<file path="src/rtl/dif_pkg.sv">
// constants, register map and types for the digital IF receive chain
package dif_pkg;
	// datapath widths
	localparam int ADC_W = 14;
	localparam int SMP_W = 18;
	localparam int ACC_W = 20;
	localparam int OUT_W = 16;
	localparam int CW = 18;
	localparam int PH_W = 16;
	localparam int NST = 4;
	localparam int NCORD = 12;
	localparam int GAIN_W = 2;
	localparam logic [GAIN_W-1:0] GAIN_MAX = 2'h3;
	// analog path lead of the anti-alias filter, in samples
	localparam int AA_LEAD = 3;
	// quiet time before the autorange raises gain
	localparam int CLK_NS = 8;
	localparam int HOLD_NS = 10000;
	localparam int HOLD_CYC = (HOLD_NS + CLK_NS - 1) / CLK_NS;
	localparam logic [10:0] HOLD_LAST = 11'(HOLD_CYC - 1);
	// register byte offsets
	localparam logic [7:0] OFS_CTRL = 8'h00;
	localparam logic [7:0] OFS_RBW = 8'h04;
	localparam logic [7:0] OFS_VBW = 8'h08;
	localparam logic [7:0] OFS_DECIM = 8'h0C;
	localparam logic [7:0] OFS_BUCKET = 8'h10;
	localparam logic [7:0] OFS_THR = 8'h14;
	localparam logic [7:0] OFS_STEPLEN = 8'h18;
	localparam logic [7:0] OFS_STATUS = 8'h1C;
	localparam logic [7:0] OFS_COMP = 8'h20;
	// control fields
	localparam int CTRL_AR_EN = 0;
	localparam int CTRL_STEP = 1;
	localparam int CTRL_PEAK = 2;
	localparam int CTRL_MGAIN = 4;
	localparam int THR_LO = 0;
	localparam int THR_HI = 16;
	// resolution_bandwidth index range and mapping
	localparam logic [7:0] RBW_MAX = 8'h9F;
	localparam logic [7:0] NARROW_MAX = 8'h05;
	localparam logic [3:0] SHIFT_BASE = 4'hA;
	// reset values
	localparam logic [7:0] CTRL_RST = 8'h31;
	localparam logic [7:0] RBW_RST = 8'h50;
	localparam logic [3:0] VBW_RST = 4'h2;
	localparam logic [3:0] COMP_RST = 4'h2;
	localparam logic [15:0] DECIM_RST = 16'h0000;
	localparam logic [15:0] BUCKET_RST = 16'h00FF;
	localparam logic [31:0] THR_RST = 32'h1800_0400;
	localparam logic [15:0] STEPLEN_RST = 16'h03FF;
	// arctangent of 2^-k, full turn = 2^16, entry k at bits [16k +: 16]
	localparam logic [NCORD*PH_W-1:0] ATAN_LUT = {16'h0005, 16'h000A, 16'h0014, 16'h0029, 16'h0051, 16'h00A3,
		16'h0146, 16'h028B, 16'h0511, 16'h09FB, 16'h12E4, 16'h2000};
	localparam logic [PH_W-1:0] PHASE_PI = 16'h8000;
	typedef enum logic [1:0] {ST_IDLE, ST_CAPT, ST_STEP} step_state_t;
endpackage : dif_pkg

</file>
<file path="src/rtl/digital_if_receive_chain.sv">
// digital IF receive chain: autorange, I/Q split, filtering, decimation, magnitude/phase, video, detector
//
// Our own choices: the register offsets and the APB register port.
`timescale 1ns/1ns
module digital_if_receive_chain (
	input wire logic core_clk,
	input wire logic rst_n,
	input wire logic psel,
	input wire logic penable,
	input wire logic pwrite,
	input wire logic [7:0] paddr,
	input wire logic [31:0] pwdata,
	output logic [31:0] prdata,
	output logic pready,
	output logic pslverr,
	input wire logic [dif_pkg::ADC_W-1:0] adc_data,
	input wire logic [15:0] env_early,
	output logic [dif_pkg::GAIN_W-1:0] analog_gain,
	output logic [dif_pkg::OUT_W-1:0] iq_i,
	output logic [dif_pkg::OUT_W-1:0] iq_q,
	output logic iq_valid,
	output logic [dif_pkg::OUT_W-1:0] mag,
	output logic [dif_pkg::PH_W-1:0] phase,
	output logic mp_valid,
	output logic [dif_pkg::OUT_W-1:0] trace_pt,
	output logic trace_valid,
	output logic tune_hold,
	output logic tune_step,
	output logic analog_rbw_sel
);

	logic [7:0] ctrl_ff, rbw_ff;
	logic [3:0] vbw_ff, comp_ff;
	logic [15:0] decim_ff, bucket_ff, steplen_ff;
	logic [31:0] thr_ff, rd_val, prdata_ff;
	logic hit, pready_ff, pslverr_ff;
	logic setup, access, stepped, ar_on;
	dif_pkg::step_state_t st_ff;

	assign setup = psel & ~penable;
	assign access = psel & penable & pready_ff;
	assign stepped = ctrl_ff[dif_pkg::CTRL_STEP];
	assign ar_on = ctrl_ff[dif_pkg::CTRL_AR_EN] & ~stepped;

	logic [dif_pkg::GAIN_W-1:0] gain_ff;
	logic [10:0] quiet_ff;
	logic analog_rbw_ff;

	// read mux; unmapped offsets answer with pslverr and zero data
	always_comb begin
		hit = 1'b1;
		rd_val = '0;
		case (paddr)
			dif_pkg::OFS_CTRL: rd_val = {24'h000000, ctrl_ff};
			dif_pkg::OFS_RBW: rd_val = {24'h000000, rbw_ff};
			dif_pkg::OFS_VBW: rd_val = {28'h0000000, vbw_ff};
			dif_pkg::OFS_DECIM: rd_val = {16'h0000, decim_ff};
			dif_pkg::OFS_BUCKET: rd_val = {16'h0000, bucket_ff};
			dif_pkg::OFS_THR: rd_val = thr_ff;
			dif_pkg::OFS_STEPLEN: rd_val = {16'h0000, steplen_ff};
			dif_pkg::OFS_STATUS: rd_val = {27'h0000000, analog_rbw_ff, st_ff, gain_ff};
			dif_pkg::OFS_COMP: rd_val = {28'h0000000, comp_ff};
			default: hit = 1'b0;
		endcase
	end

	// apb answer: read data latched in setup, one access cycle, no wait states
	always_ff @(posedge core_clk or negedge rst_n) begin
		if (!rst_n) begin
			pready_ff <= 1'b0;
			pslverr_ff <= 1'b0;
			prdata_ff <= '0;
		end else begin
			pready_ff <= setup;
			pslverr_ff <= setup & ~hit;
			prdata_ff <= (setup & ~pwrite) ? rd_val : '0;
		end
	end

	// register writes take effect at the sampled access edge
	always_ff @(posedge core_clk or negedge rst_n) begin
		if (!rst_n) begin
			ctrl_ff <= dif_pkg::CTRL_RST;
			rbw_ff <= dif_pkg::RBW_RST;
			vbw_ff <= dif_pkg::VBW_RST;
			comp_ff <= dif_pkg::COMP_RST;
			decim_ff <= dif_pkg::DECIM_RST;
			bucket_ff <= dif_pkg::BUCKET_RST;
			thr_ff <= dif_pkg::THR_RST;
			steplen_ff <= dif_pkg::STEPLEN_RST;
		end else if (access & pwrite & hit) begin
			case (paddr)
				dif_pkg::OFS_CTRL: ctrl_ff <= pwdata[7:0];
				// out-of-range indices clamp to the widest setting
				dif_pkg::OFS_RBW: rbw_ff <= (pwdata[7:0] > dif_pkg::RBW_MAX) ? dif_pkg::RBW_MAX : pwdata[7:0];
				dif_pkg::OFS_VBW: vbw_ff <= pwdata[3:0];
				dif_pkg::OFS_DECIM: decim_ff <= pwdata[15:0];
				dif_pkg::OFS_BUCKET: bucket_ff <= pwdata[15:0];
				dif_pkg::OFS_THR: thr_ff <= pwdata;
				dif_pkg::OFS_STEPLEN: steplen_ff <= pwdata[15:0];
				dif_pkg::OFS_COMP: comp_ff <= pwdata[3:0];
				default: ;
			endcase
		end
	end

	// autorange: the early envelope leads the adc by the anti-alias delay, so gain drops in time
	always_ff @(posedge core_clk or negedge rst_n) begin
		if (!rst_n) begin
			gain_ff <= '0;
			quiet_ff <= '0;
		end else if (!ar_on) begin
			gain_ff <= ctrl_ff[dif_pkg::CTRL_MGAIN +: dif_pkg::GAIN_W];
			quiet_ff <= '0;
		end else if (env_early > thr_ff[dif_pkg::THR_HI +: 16]) begin
			if (gain_ff != '0)
				gain_ff <= gain_ff - 2'h1;
			quiet_ff <= '0;
		end else if (env_early < thr_ff[dif_pkg::THR_LO +: 16]) begin
			if (quiet_ff == dif_pkg::HOLD_LAST) begin
				quiet_ff <= '0;
				if (gain_ff != dif_pkg::GAIN_MAX)
					gain_ff <= gain_ff + 2'h1;
			end else
				quiet_ff <= quiet_ff + 11'h001;
		end else
			quiet_ff <= '0;
	end

	// gain code delayed by the analog lead so correction lands on the affected sample
	logic [dif_pkg::GAIN_W-1:0] gdly [0:dif_pkg::AA_LEAD-1];
	genvar d;
	generate
		for (d = 0; d < dif_pkg::AA_LEAD; d++) begin : g_dly
			always_ff @(posedge core_clk or negedge rst_n) begin
				if (!rst_n)
					gdly[d] <= '0;
				else
					gdly[d] <= (d == 0) ? gain_ff : gdly[(d == 0) ? 0 : d-1];
			end
		end
	endgenerate

	// digital gain is the inverse of analog gain: floating-point style scaling
	logic signed [dif_pkg::SMP_W-1:0] smp_ff, i_raw, q_raw, i_prev, q_prev;
	logic [1:0] ph_ff;
	logic pair_v;
	always_ff @(posedge core_clk or negedge rst_n) begin
		if (!rst_n)
			smp_ff <= '0;
		else
			smp_ff <= dif_pkg::SMP_W'(signed'(adc_data)) <<< (dif_pkg::GAIN_MAX - gdly[dif_pkg::AA_LEAD-1]);
	end

	// fs/4 mix: alternate samples feed I and Q with sign rotation, one pair per two samples
	always_ff @(posedge core_clk or negedge rst_n) begin
		if (!rst_n) begin
			ph_ff <= '0;
			pair_v <= 1'b0;
			i_raw <= '0;
			q_raw <= '0;
		end else begin
			ph_ff <= ph_ff + 2'h1;
			pair_v <= ph_ff[0];
			case (ph_ff)
				2'h0: i_raw <= smp_ff;
				2'h1: q_raw <= -smp_ff;
				2'h2: i_raw <= -smp_ff;
				default: q_raw <= smp_ff;
			endcase
		end
	end

	// prefilter inverse: first difference adds the high-frequency lift the pole removed
	logic signed [dif_pkg::ACC_W-1:0] ic_ff, qc_ff;
	logic comp_v;
	always_ff @(posedge core_clk or negedge rst_n) begin
		if (!rst_n) begin
			i_prev <= '0;
			q_prev <= '0;
			ic_ff <= '0;
			qc_ff <= '0;
			comp_v <= 1'b0;
		end else begin
			comp_v <= pair_v;
			if (pair_v) begin
				i_prev <= i_raw;
				q_prev <= q_raw;
				ic_ff <= dif_pkg::ACC_W'(i_raw) + ((dif_pkg::ACC_W'(i_raw) - dif_pkg::ACC_W'(i_prev)) >>> comp_ff);
				qc_ff <= dif_pkg::ACC_W'(q_raw) + ((dif_pkg::ACC_W'(q_raw) - dif_pkg::ACC_W'(q_prev)) >>> comp_ff);
			end
		end
	end

	// cascaded equal poles approach a Gaussian shape; index picks the smoothing shift
	logic [3:0] rbw_sh;
	logic signed [dif_pkg::ACC_W-1:0] gi [0:dif_pkg::NST];
	logic signed [dif_pkg::ACC_W-1:0] gq [0:dif_pkg::NST];
	assign rbw_sh = dif_pkg::SHIFT_BASE - rbw_ff[7:4];
	assign gi[0] = ic_ff;
	assign gq[0] = qc_ff;
	genvar s;
	generate
		for (s = 0; s < dif_pkg::NST; s++) begin : g_gauss
			always_ff @(posedge core_clk or negedge rst_n) begin
				if (!rst_n) begin
					gi[s+1] <= '0;
					gq[s+1] <= '0;
				end else if (comp_v) begin
					gi[s+1] <= gi[s+1] + ((gi[s] - gi[s+1]) >>> rbw_sh);
					gq[s+1] <= gq[s+1] + ((gq[s] - gq[s+1]) >>> rbw_sh);
				end
			end
		end
	endgenerate

	// decimation by span: one pair out of every decim+1
	logic g_v, iq_v_ff;
	logic [15:0] dec_cnt;
	logic [dif_pkg::OUT_W-1:0] iq_i_ff, iq_q_ff;
	always_ff @(posedge core_clk or negedge rst_n) begin
		if (!rst_n) begin
			g_v <= 1'b0;
			dec_cnt <= '0;
			iq_v_ff <= 1'b0;
			iq_i_ff <= '0;
			iq_q_ff <= '0;
		end else begin
			g_v <= comp_v;
			iq_v_ff <= g_v && dec_cnt == '0;
			if (g_v) begin
				dec_cnt <= (dec_cnt >= decim_ff) ? '0 : dec_cnt + 16'h0001;
				if (dec_cnt == '0) begin
					iq_i_ff <= gi[dif_pkg::NST][dif_pkg::ACC_W-1 -: dif_pkg::OUT_W];
					iq_q_ff <= gq[dif_pkg::NST][dif_pkg::ACC_W-1 -: dif_pkg::OUT_W];
				end
			end
		end
	end

	// cordic vectoring; magnitude carries the fixed cordic gain, the host scale absorbs it
	logic signed [dif_pkg::CW-1:0] cx [0:dif_pkg::NCORD];
	logic signed [dif_pkg::CW-1:0] cy [0:dif_pkg::NCORD];
	logic [dif_pkg::PH_W-1:0] cz [0:dif_pkg::NCORD];
	logic cv [0:dif_pkg::NCORD];
	always_ff @(posedge core_clk or negedge rst_n) begin
		if (!rst_n) begin
			cx[0] <= '0;
			cy[0] <= '0;
			cz[0] <= '0;
			cv[0] <= 1'b0;
		end else begin
			cv[0] <= iq_v_ff & ~stepped;
			// pre-rotate the left half-plane by pi so the iterations converge
			cx[0] <= iq_i_ff[dif_pkg::OUT_W-1] ? -dif_pkg::CW'(signed'(iq_i_ff)) : dif_pkg::CW'(signed'(iq_i_ff));
			cy[0] <= iq_i_ff[dif_pkg::OUT_W-1] ? -dif_pkg::CW'(signed'(iq_q_ff)) : dif_pkg::CW'(signed'(iq_q_ff));
			cz[0] <= iq_i_ff[dif_pkg::OUT_W-1] ? dif_pkg::PHASE_PI : '0;
		end
	end
	genvar k;
	generate
		for (k = 0; k < dif_pkg::NCORD; k++) begin : g_cordic
			always_ff @(posedge core_clk or negedge rst_n) begin
				if (!rst_n) begin
					cx[k+1] <= '0;
					cy[k+1] <= '0;
					cz[k+1] <= '0;
					cv[k+1] <= 1'b0;
				end else begin
					cv[k+1] <= cv[k];
					if (cy[k][dif_pkg::CW-1]) begin
						cx[k+1] <= cx[k] - (cy[k] >>> k);
						cy[k+1] <= cy[k] + (cx[k] >>> k);
						cz[k+1] <= cz[k] - dif_pkg::ATAN_LUT[k*dif_pkg::PH_W +: dif_pkg::PH_W];
					end else begin
						cx[k+1] <= cx[k] + (cy[k] >>> k);
						cy[k+1] <= cy[k] - (cx[k] >>> k);
						cz[k+1] <= cz[k] + dif_pkg::ATAN_LUT[k*dif_pkg::PH_W +: dif_pkg::PH_W];
					end
				end
			end
		end
	endgenerate

	// magnitude/phase out, then video smoothing of the magnitude
	logic [dif_pkg::OUT_W-1:0] mag_ff;
	logic [dif_pkg::PH_W-1:0] phase_ff;
	logic mp_v_ff, vv_ff;
	logic signed [dif_pkg::CW-1:0] vid_ff;
	always_ff @(posedge core_clk or negedge rst_n) begin
		if (!rst_n) begin
			mag_ff <= '0;
			phase_ff <= '0;
			mp_v_ff <= 1'b0;
			vid_ff <= '0;
			vv_ff <= 1'b0;
		end else begin
			mp_v_ff <= cv[dif_pkg::NCORD];
			vv_ff <= mp_v_ff;
			if (cv[dif_pkg::NCORD]) begin
				mag_ff <= cx[dif_pkg::NCORD][dif_pkg::CW-2 -: dif_pkg::OUT_W];
				phase_ff <= cz[dif_pkg::NCORD];
			end
			if (mp_v_ff)
				// signed difference so a falling magnitude pulls the video value down
				vid_ff <= vid_ff + ((signed'(dif_pkg::CW'(mag_ff)) - vid_ff) >>> vbw_ff);
		end
	end

	// display detector: peak or sample over each bucket of bucket+1 video samples
	logic [15:0] bkt_cnt;
	logic signed [dif_pkg::CW-1:0] pk_ff, pk_new;
	logic [dif_pkg::OUT_W-1:0] trace_ff;
	logic trace_v_ff;
	assign pk_new = (bkt_cnt == '0 || vid_ff > pk_ff) ? vid_ff : pk_ff;
	always_ff @(posedge core_clk or negedge rst_n) begin
		if (!rst_n) begin
			bkt_cnt <= '0;
			pk_ff <= '0;
			trace_ff <= '0;
			trace_v_ff <= 1'b0;
		end else begin
			trace_v_ff <= vv_ff && bkt_cnt >= bucket_ff;
			if (vv_ff) begin
				pk_ff <= pk_new;
				if (bkt_cnt >= bucket_ff) begin
					bkt_cnt <= '0;
					trace_ff <= ctrl_ff[dif_pkg::CTRL_PEAK] ? pk_new[dif_pkg::OUT_W-1:0] : vid_ff[dif_pkg::OUT_W-1:0];
				end else
					bkt_cnt <= bkt_cnt + 16'h0001;
			end
		end
	end

	// stepped mode: hold tuning for one transform block, then step; magnitude, video and display stay idle
	logic [15:0] step_cnt;
	logic hold_ff, step_ff;
	always_ff @(posedge core_clk or negedge rst_n) begin
		if (!rst_n) begin
			st_ff <= dif_pkg::ST_IDLE;
			step_cnt <= '0;
			hold_ff <= 1'b0;
			step_ff <= 1'b0;
		end else begin
			step_ff <= 1'b0;
			case (st_ff)
				dif_pkg::ST_IDLE: begin
					step_cnt <= '0;
					if (stepped) begin
						st_ff <= dif_pkg::ST_CAPT;
						hold_ff <= 1'b1;
					end
				end
				dif_pkg::ST_CAPT: begin
					if (iq_v_ff) begin
						step_cnt <= step_cnt + 16'h0001;
						if (step_cnt >= steplen_ff) begin
							st_ff <= dif_pkg::ST_STEP;
							hold_ff <= 1'b0;
							step_ff <= 1'b1;
						end
					end
				end
				dif_pkg::ST_STEP: st_ff <= dif_pkg::ST_IDLE;
				default: st_ff <= dif_pkg::ST_IDLE;
			endcase
		end
	end

	// wide bandwidths in stepped mode are handed to the analog filters
	always_ff @(posedge core_clk or negedge rst_n) begin
		if (!rst_n)
			analog_rbw_ff <= 1'b0;
		else
			analog_rbw_ff <= stepped && rbw_ff > dif_pkg::NARROW_MAX;
	end

	// scaling and log/linear choice stay with the host, trace data leaves unscaled
	assign prdata = prdata_ff;
	assign pready = pready_ff;
	assign pslverr = pslverr_ff;
	assign analog_gain = gain_ff;
	assign iq_i = iq_i_ff;
	assign iq_q = iq_q_ff;
	assign iq_valid = iq_v_ff;
	assign mag = mag_ff;
	assign phase = phase_ff;
	assign mp_valid = mp_v_ff;
	assign trace_pt = trace_ff;
	assign trace_valid = trace_v_ff;
	assign tune_hold = hold_ff;
	assign tune_step = step_ff;
	assign analog_rbw_sel = analog_rbw_ff;
endmodule : digital_if_receive_chain

</file>
<file path="config.mk">
export PLATFORM = sky130hd
export DESIGN_NAME = digital_if_receive_chain
export DESIGN_NICKNAME = d
export VERILOG_FILES = /design/src/rtl/dif_pkg.sv /design/src/rtl/digital_if_receive_chain.sv
export SDC_FILE = /design/constraint.sdc
export NUM_CORES = 2
export LEC_CHECK = 0
export ABC_AREA = 1
export BUFFER_PORTS_ARGS = -buffer_cell sky130_fd_sc_hd__buf_2
export CAP_MARGIN = 20
export CORE_ASPECT_RATIO = 0.75
export CORE_MARGIN = 2
export CORE_UTILIZATION = 65
export DETAILED_ROUTE_END_ITERATION = 7
export GPL_ROUTABILITY_DRIVEN = 0
export GPL_TIMING_DRIVEN = 1
export MAX_ROUTING_LAYER = met4
export PLACE_DENSITY = 0.82
export SLEW_MARGIN = 20
export SYNTH_ARGS = -nofsm -noshare
export SYNTH_HDL_FRONTEND = slang
export SYNTH_SLANG_ARGS = --single-unit
</file>
<file path="constraint.sdc">
create_clock -name core_clk -period 4.95 [get_ports core_clk]
set_clock_uncertainty 0.1 [all_clocks]
set_input_delay 0.2475 -clock core_clk [delete_from_list [all_inputs] [get_ports core_clk]]
set_output_delay 0.2475 -clock core_clk [all_outputs]
set_load 0.05 [all_outputs]
</file>
==> impl_results.md <==
- Status: finished, violations left
- First DRT Iteration DRCs: 13300
- Post-synthesis compound-gate area fraction: 14.0%
- Slew headroom: 21.9%
- Total of max-cap violations: 0
- Worst Hold Endpoint: pslverr
- Post-Synth Adder-Cell Area: 14.0%
- Final setup fails: 0
- Critical Path Sink Type: flip-flop
- Starting Density: 65.3%
- CTS Buf Count: 132
- Final net count: 16300
- Area of the multi-input gates: 66700 um2
- Post-synth top area cell: dfrtp_1
- Startpoint types: flip-flop
- Clock slew at reported path FFs: 60 ps
- Port buffer count: 196
- Dominant synthesized flop cell: dfrtp_1
- Post-DP HPWL: 225000 um
- Gr usage total: 35.8%
- Final hold violation count: 0
- Synth top area share: 28.7%
- WP data arrival: 5330 ps
- Routed WL: 296000 um
- GRT overflow: 0
- Fillers: 13200
- Worst slack, placed: 238 ps
- Final worst setup slack: 164 ps
- Clock Path Buffers: 3
- Residual DRC: 5
- Worst Hold Depth: 3
- FP Rows: 128
- First-pass GRT wire length: 480000 um
- Initial antenna violation count: 3
- Hold path start: penable
- Ports: 197
- Worst r2r src: gq[69]
- Avg Cell Area, Syn: 7.09 um2
- #FFs+latches synth: 1240
- Maximum fanout along the worst path: 5
- Worst-Skew Late Latency: 820 ps
- Tmin final: 4790 ps
- Register area: 31100 um2
- Final setup TNS: 0 ps
- Hold slack: 97.7 ps
- Multiplexer share of the synthesized area: 0.463%
- Worst Setup SP: gq[69]
- Yosys cell types: 58
- Reg-to-reg slack, setup: 160 ps
- Tightest Pin Transition: 1170 ps
- Area of the mapped netlist: 106000 um2
- Fraction of registers with async set or reset after synthesis: 100%
- R2r endpoint: gq[77]
- Clock sink count: 1240
- TritonCTS clock tree: built
- Post-Synth XOR/XNOR Area: 7.85%
- Die X: 470 um
- Layout cells sized above 1: 4.69%
- Average wire per standard cell: 17.1 um
- Core Footprint: 162000 um2
- R2r worst-path depth: 23
- Die area: 166000 um2
- Failing checks: design-rule violations
- Via/cell ratio: 5.96
- Met3 wire length: 35000 um
- Number of flops mapped to enable cells by yosys: 0
- Remaining antenna violation count after routing: 0
- Worst hold path type: in -> reg
- Main combinational cell family by area after synthesis: simple AND/OR/NAND/NOR gates
- Pins Over Slew Limit: 0
- Routed wl met2: 120000 um
- Highest routed layer: met4
- Largest cells by area after synthesis: dfrtp_1, ha_1, nand2_1
- Clock root buffer: clkbuf_16
- YS warnings: 0
- WP data required: 5490 ps
- Fmax: 0.209 GHz
- H-tree levels: 4
- Design area: 115000 um2
- Sequential share of the synthesized area: 29.4%
- Synth-to-Final Area Change: 8.51%
- Part of the cycle the worst path needs: 96.7%
- Area after DPL: 109000 um2
- Syn Inst Count: 14900
- Die height: 353 um
- Largest net degree at the start of global routing: 168
- Simple logic cell fraction of the synthesized area: 26.5%
- Vias post-DR: 103000
- Metal-1 WL: 133000 um
- Vias in the first global route: 93000
- Crit Path Category: reg -> reg
- Initial DRT Pass Iterations: 8
-- logic make-up (layout without fill, tap and decap cells) --
logic type,count (synthesis),in the layout
other,2,5
buffers and inverters,2179,2456
AOI/OAI and AO/OA,2722,2722
DFF,1240,1240
and+or+nand+nor,6623,6623
adders and majority gates,1151,1151
muxes,45,45
xor gates and xnor gates,948,948
-- worst max-delay path, cell delays in order (launching register included) --
cell	delay [ps]
dfrtp_1	390
inv_1	90
ha_1	380
nand2_1	140
nor2_1	270
nand3_1	180
nand3_1	240
nand2_1	110
nand2_1	70
nand2_1	60
nand3_1	100
nand3_1	120
nand2_1	80
nand2_1	50
nand2_1	170
a21oi_1	120
ha_1	390
nand2_1	150
nor4_1	630
nand4_1	370
nand3_1	180
nand2_1	60
nand3_1	60
o21ai_0	100
-- cell usage after synthesis (63+ instances only) --
master / number
dfrtp_1: 1212
nor4_1: 64
nand3_1: 1461
nor3_1: 216
xnor2_1: 316
xor2_1: 632
a31oi_1: 73
buf_1: 85
ha_1: 1094
o21ai_0: 1086
nand2_1: 3564
nor2_1: 996
o211ai_1: 63
nand4_1: 191
clkbuf_1: 229
inv_1: 1807
a21oi_1: 1129
-- cell type report --
| class | count | area share, % |
|---|---|---|
| clock inverters | 52 | 0.672 |
| well taps | 2145 | 2.34 |
| clock buffers | 183 | 3.27 |
| multi-input cells | 11500 | 58.1 |
| repair buffers | 385 | 2.50 |
| diodes | 2 | 0.00436 |
| inverters | 1836 | 6.02 |
| flip-flops and latches | 1240 | 27.1 |
-- how the worst max path moves through the flow --
stage / slack (ps) / end
global route: -1 / gq[16]
floorplan: 590 / gi[16]
CTS: 200 / gi[76]
global placement: 280 / gq[76]
detailed placement: 240 / qc_ff[16]
finish: 160 / gq[77]
-- registers in the layout, indices dropped and copies added, names as in the netlist, 20 cells and up --
name / count
thr_ff: 32
cz: 168
cy: 205
gi: 80
qc_ff: 20
cx: 230
prdata: 32
ic_ff: 20
gq: 80
-- through the flow --
step	instances	util, %
CTS	17300	70.7
detailed placement	17000	67.5
finish	17300	70.9
global placement	17000	67.5
global route	17300	70.9
floorplan	14900	-
-- cells in the final DEF (no fill, tap or decap), drive strengths merged, types with 6 or more instances in the layout --
master and instances:
nand2 3567, inv 1840, nand3 1469, dfrtp 1212
a21oi 1129, o21ai 1107, ha 1094, nor2 1000
xor2 632, xnor2 316, buf 315, nor3 220
nand4 192, clkbuf 183, a31oi 73, dlygate4sd3 70
nor4 65, o211ai 63, o31ai 59, fa 57
o22ai 47, o21bai 44, o21a 44, a21boi 44
and2 35, clkinv 34, mux2 31, or2 30
a21o 30, a211oi 30, dfstp 28, nand3b 19
nor3b 18, o2111ai 15, mux2i 14, a221oi 13
bufinv 9, and3 8, o221ai 6
-- routing by layer --
metal | vias to the layer above | track usage [%]
met5 | - | -
met4 | 0 | 9.22
met3 | 569 | 8.27
met2 | 5398 | 49.4
met1 | 47400 | 52.6
li1 | 50000 | -
-- repair_timing --
| action | in CTS | in global routing |
|---|---|---|
| gates resized for setup | 0 | 68 |
| hold buffers | 71 | 0 |
| buffers inserted | 0 | 0 |
| endpoints found under the hold margin | 532 | 0 |
| setup endpoints to repair | 0 | 53 |
Power is left out: the tool's default activity adds up to more than one toggle a clock period on the data nets, which glitch-free logic cannot reach.
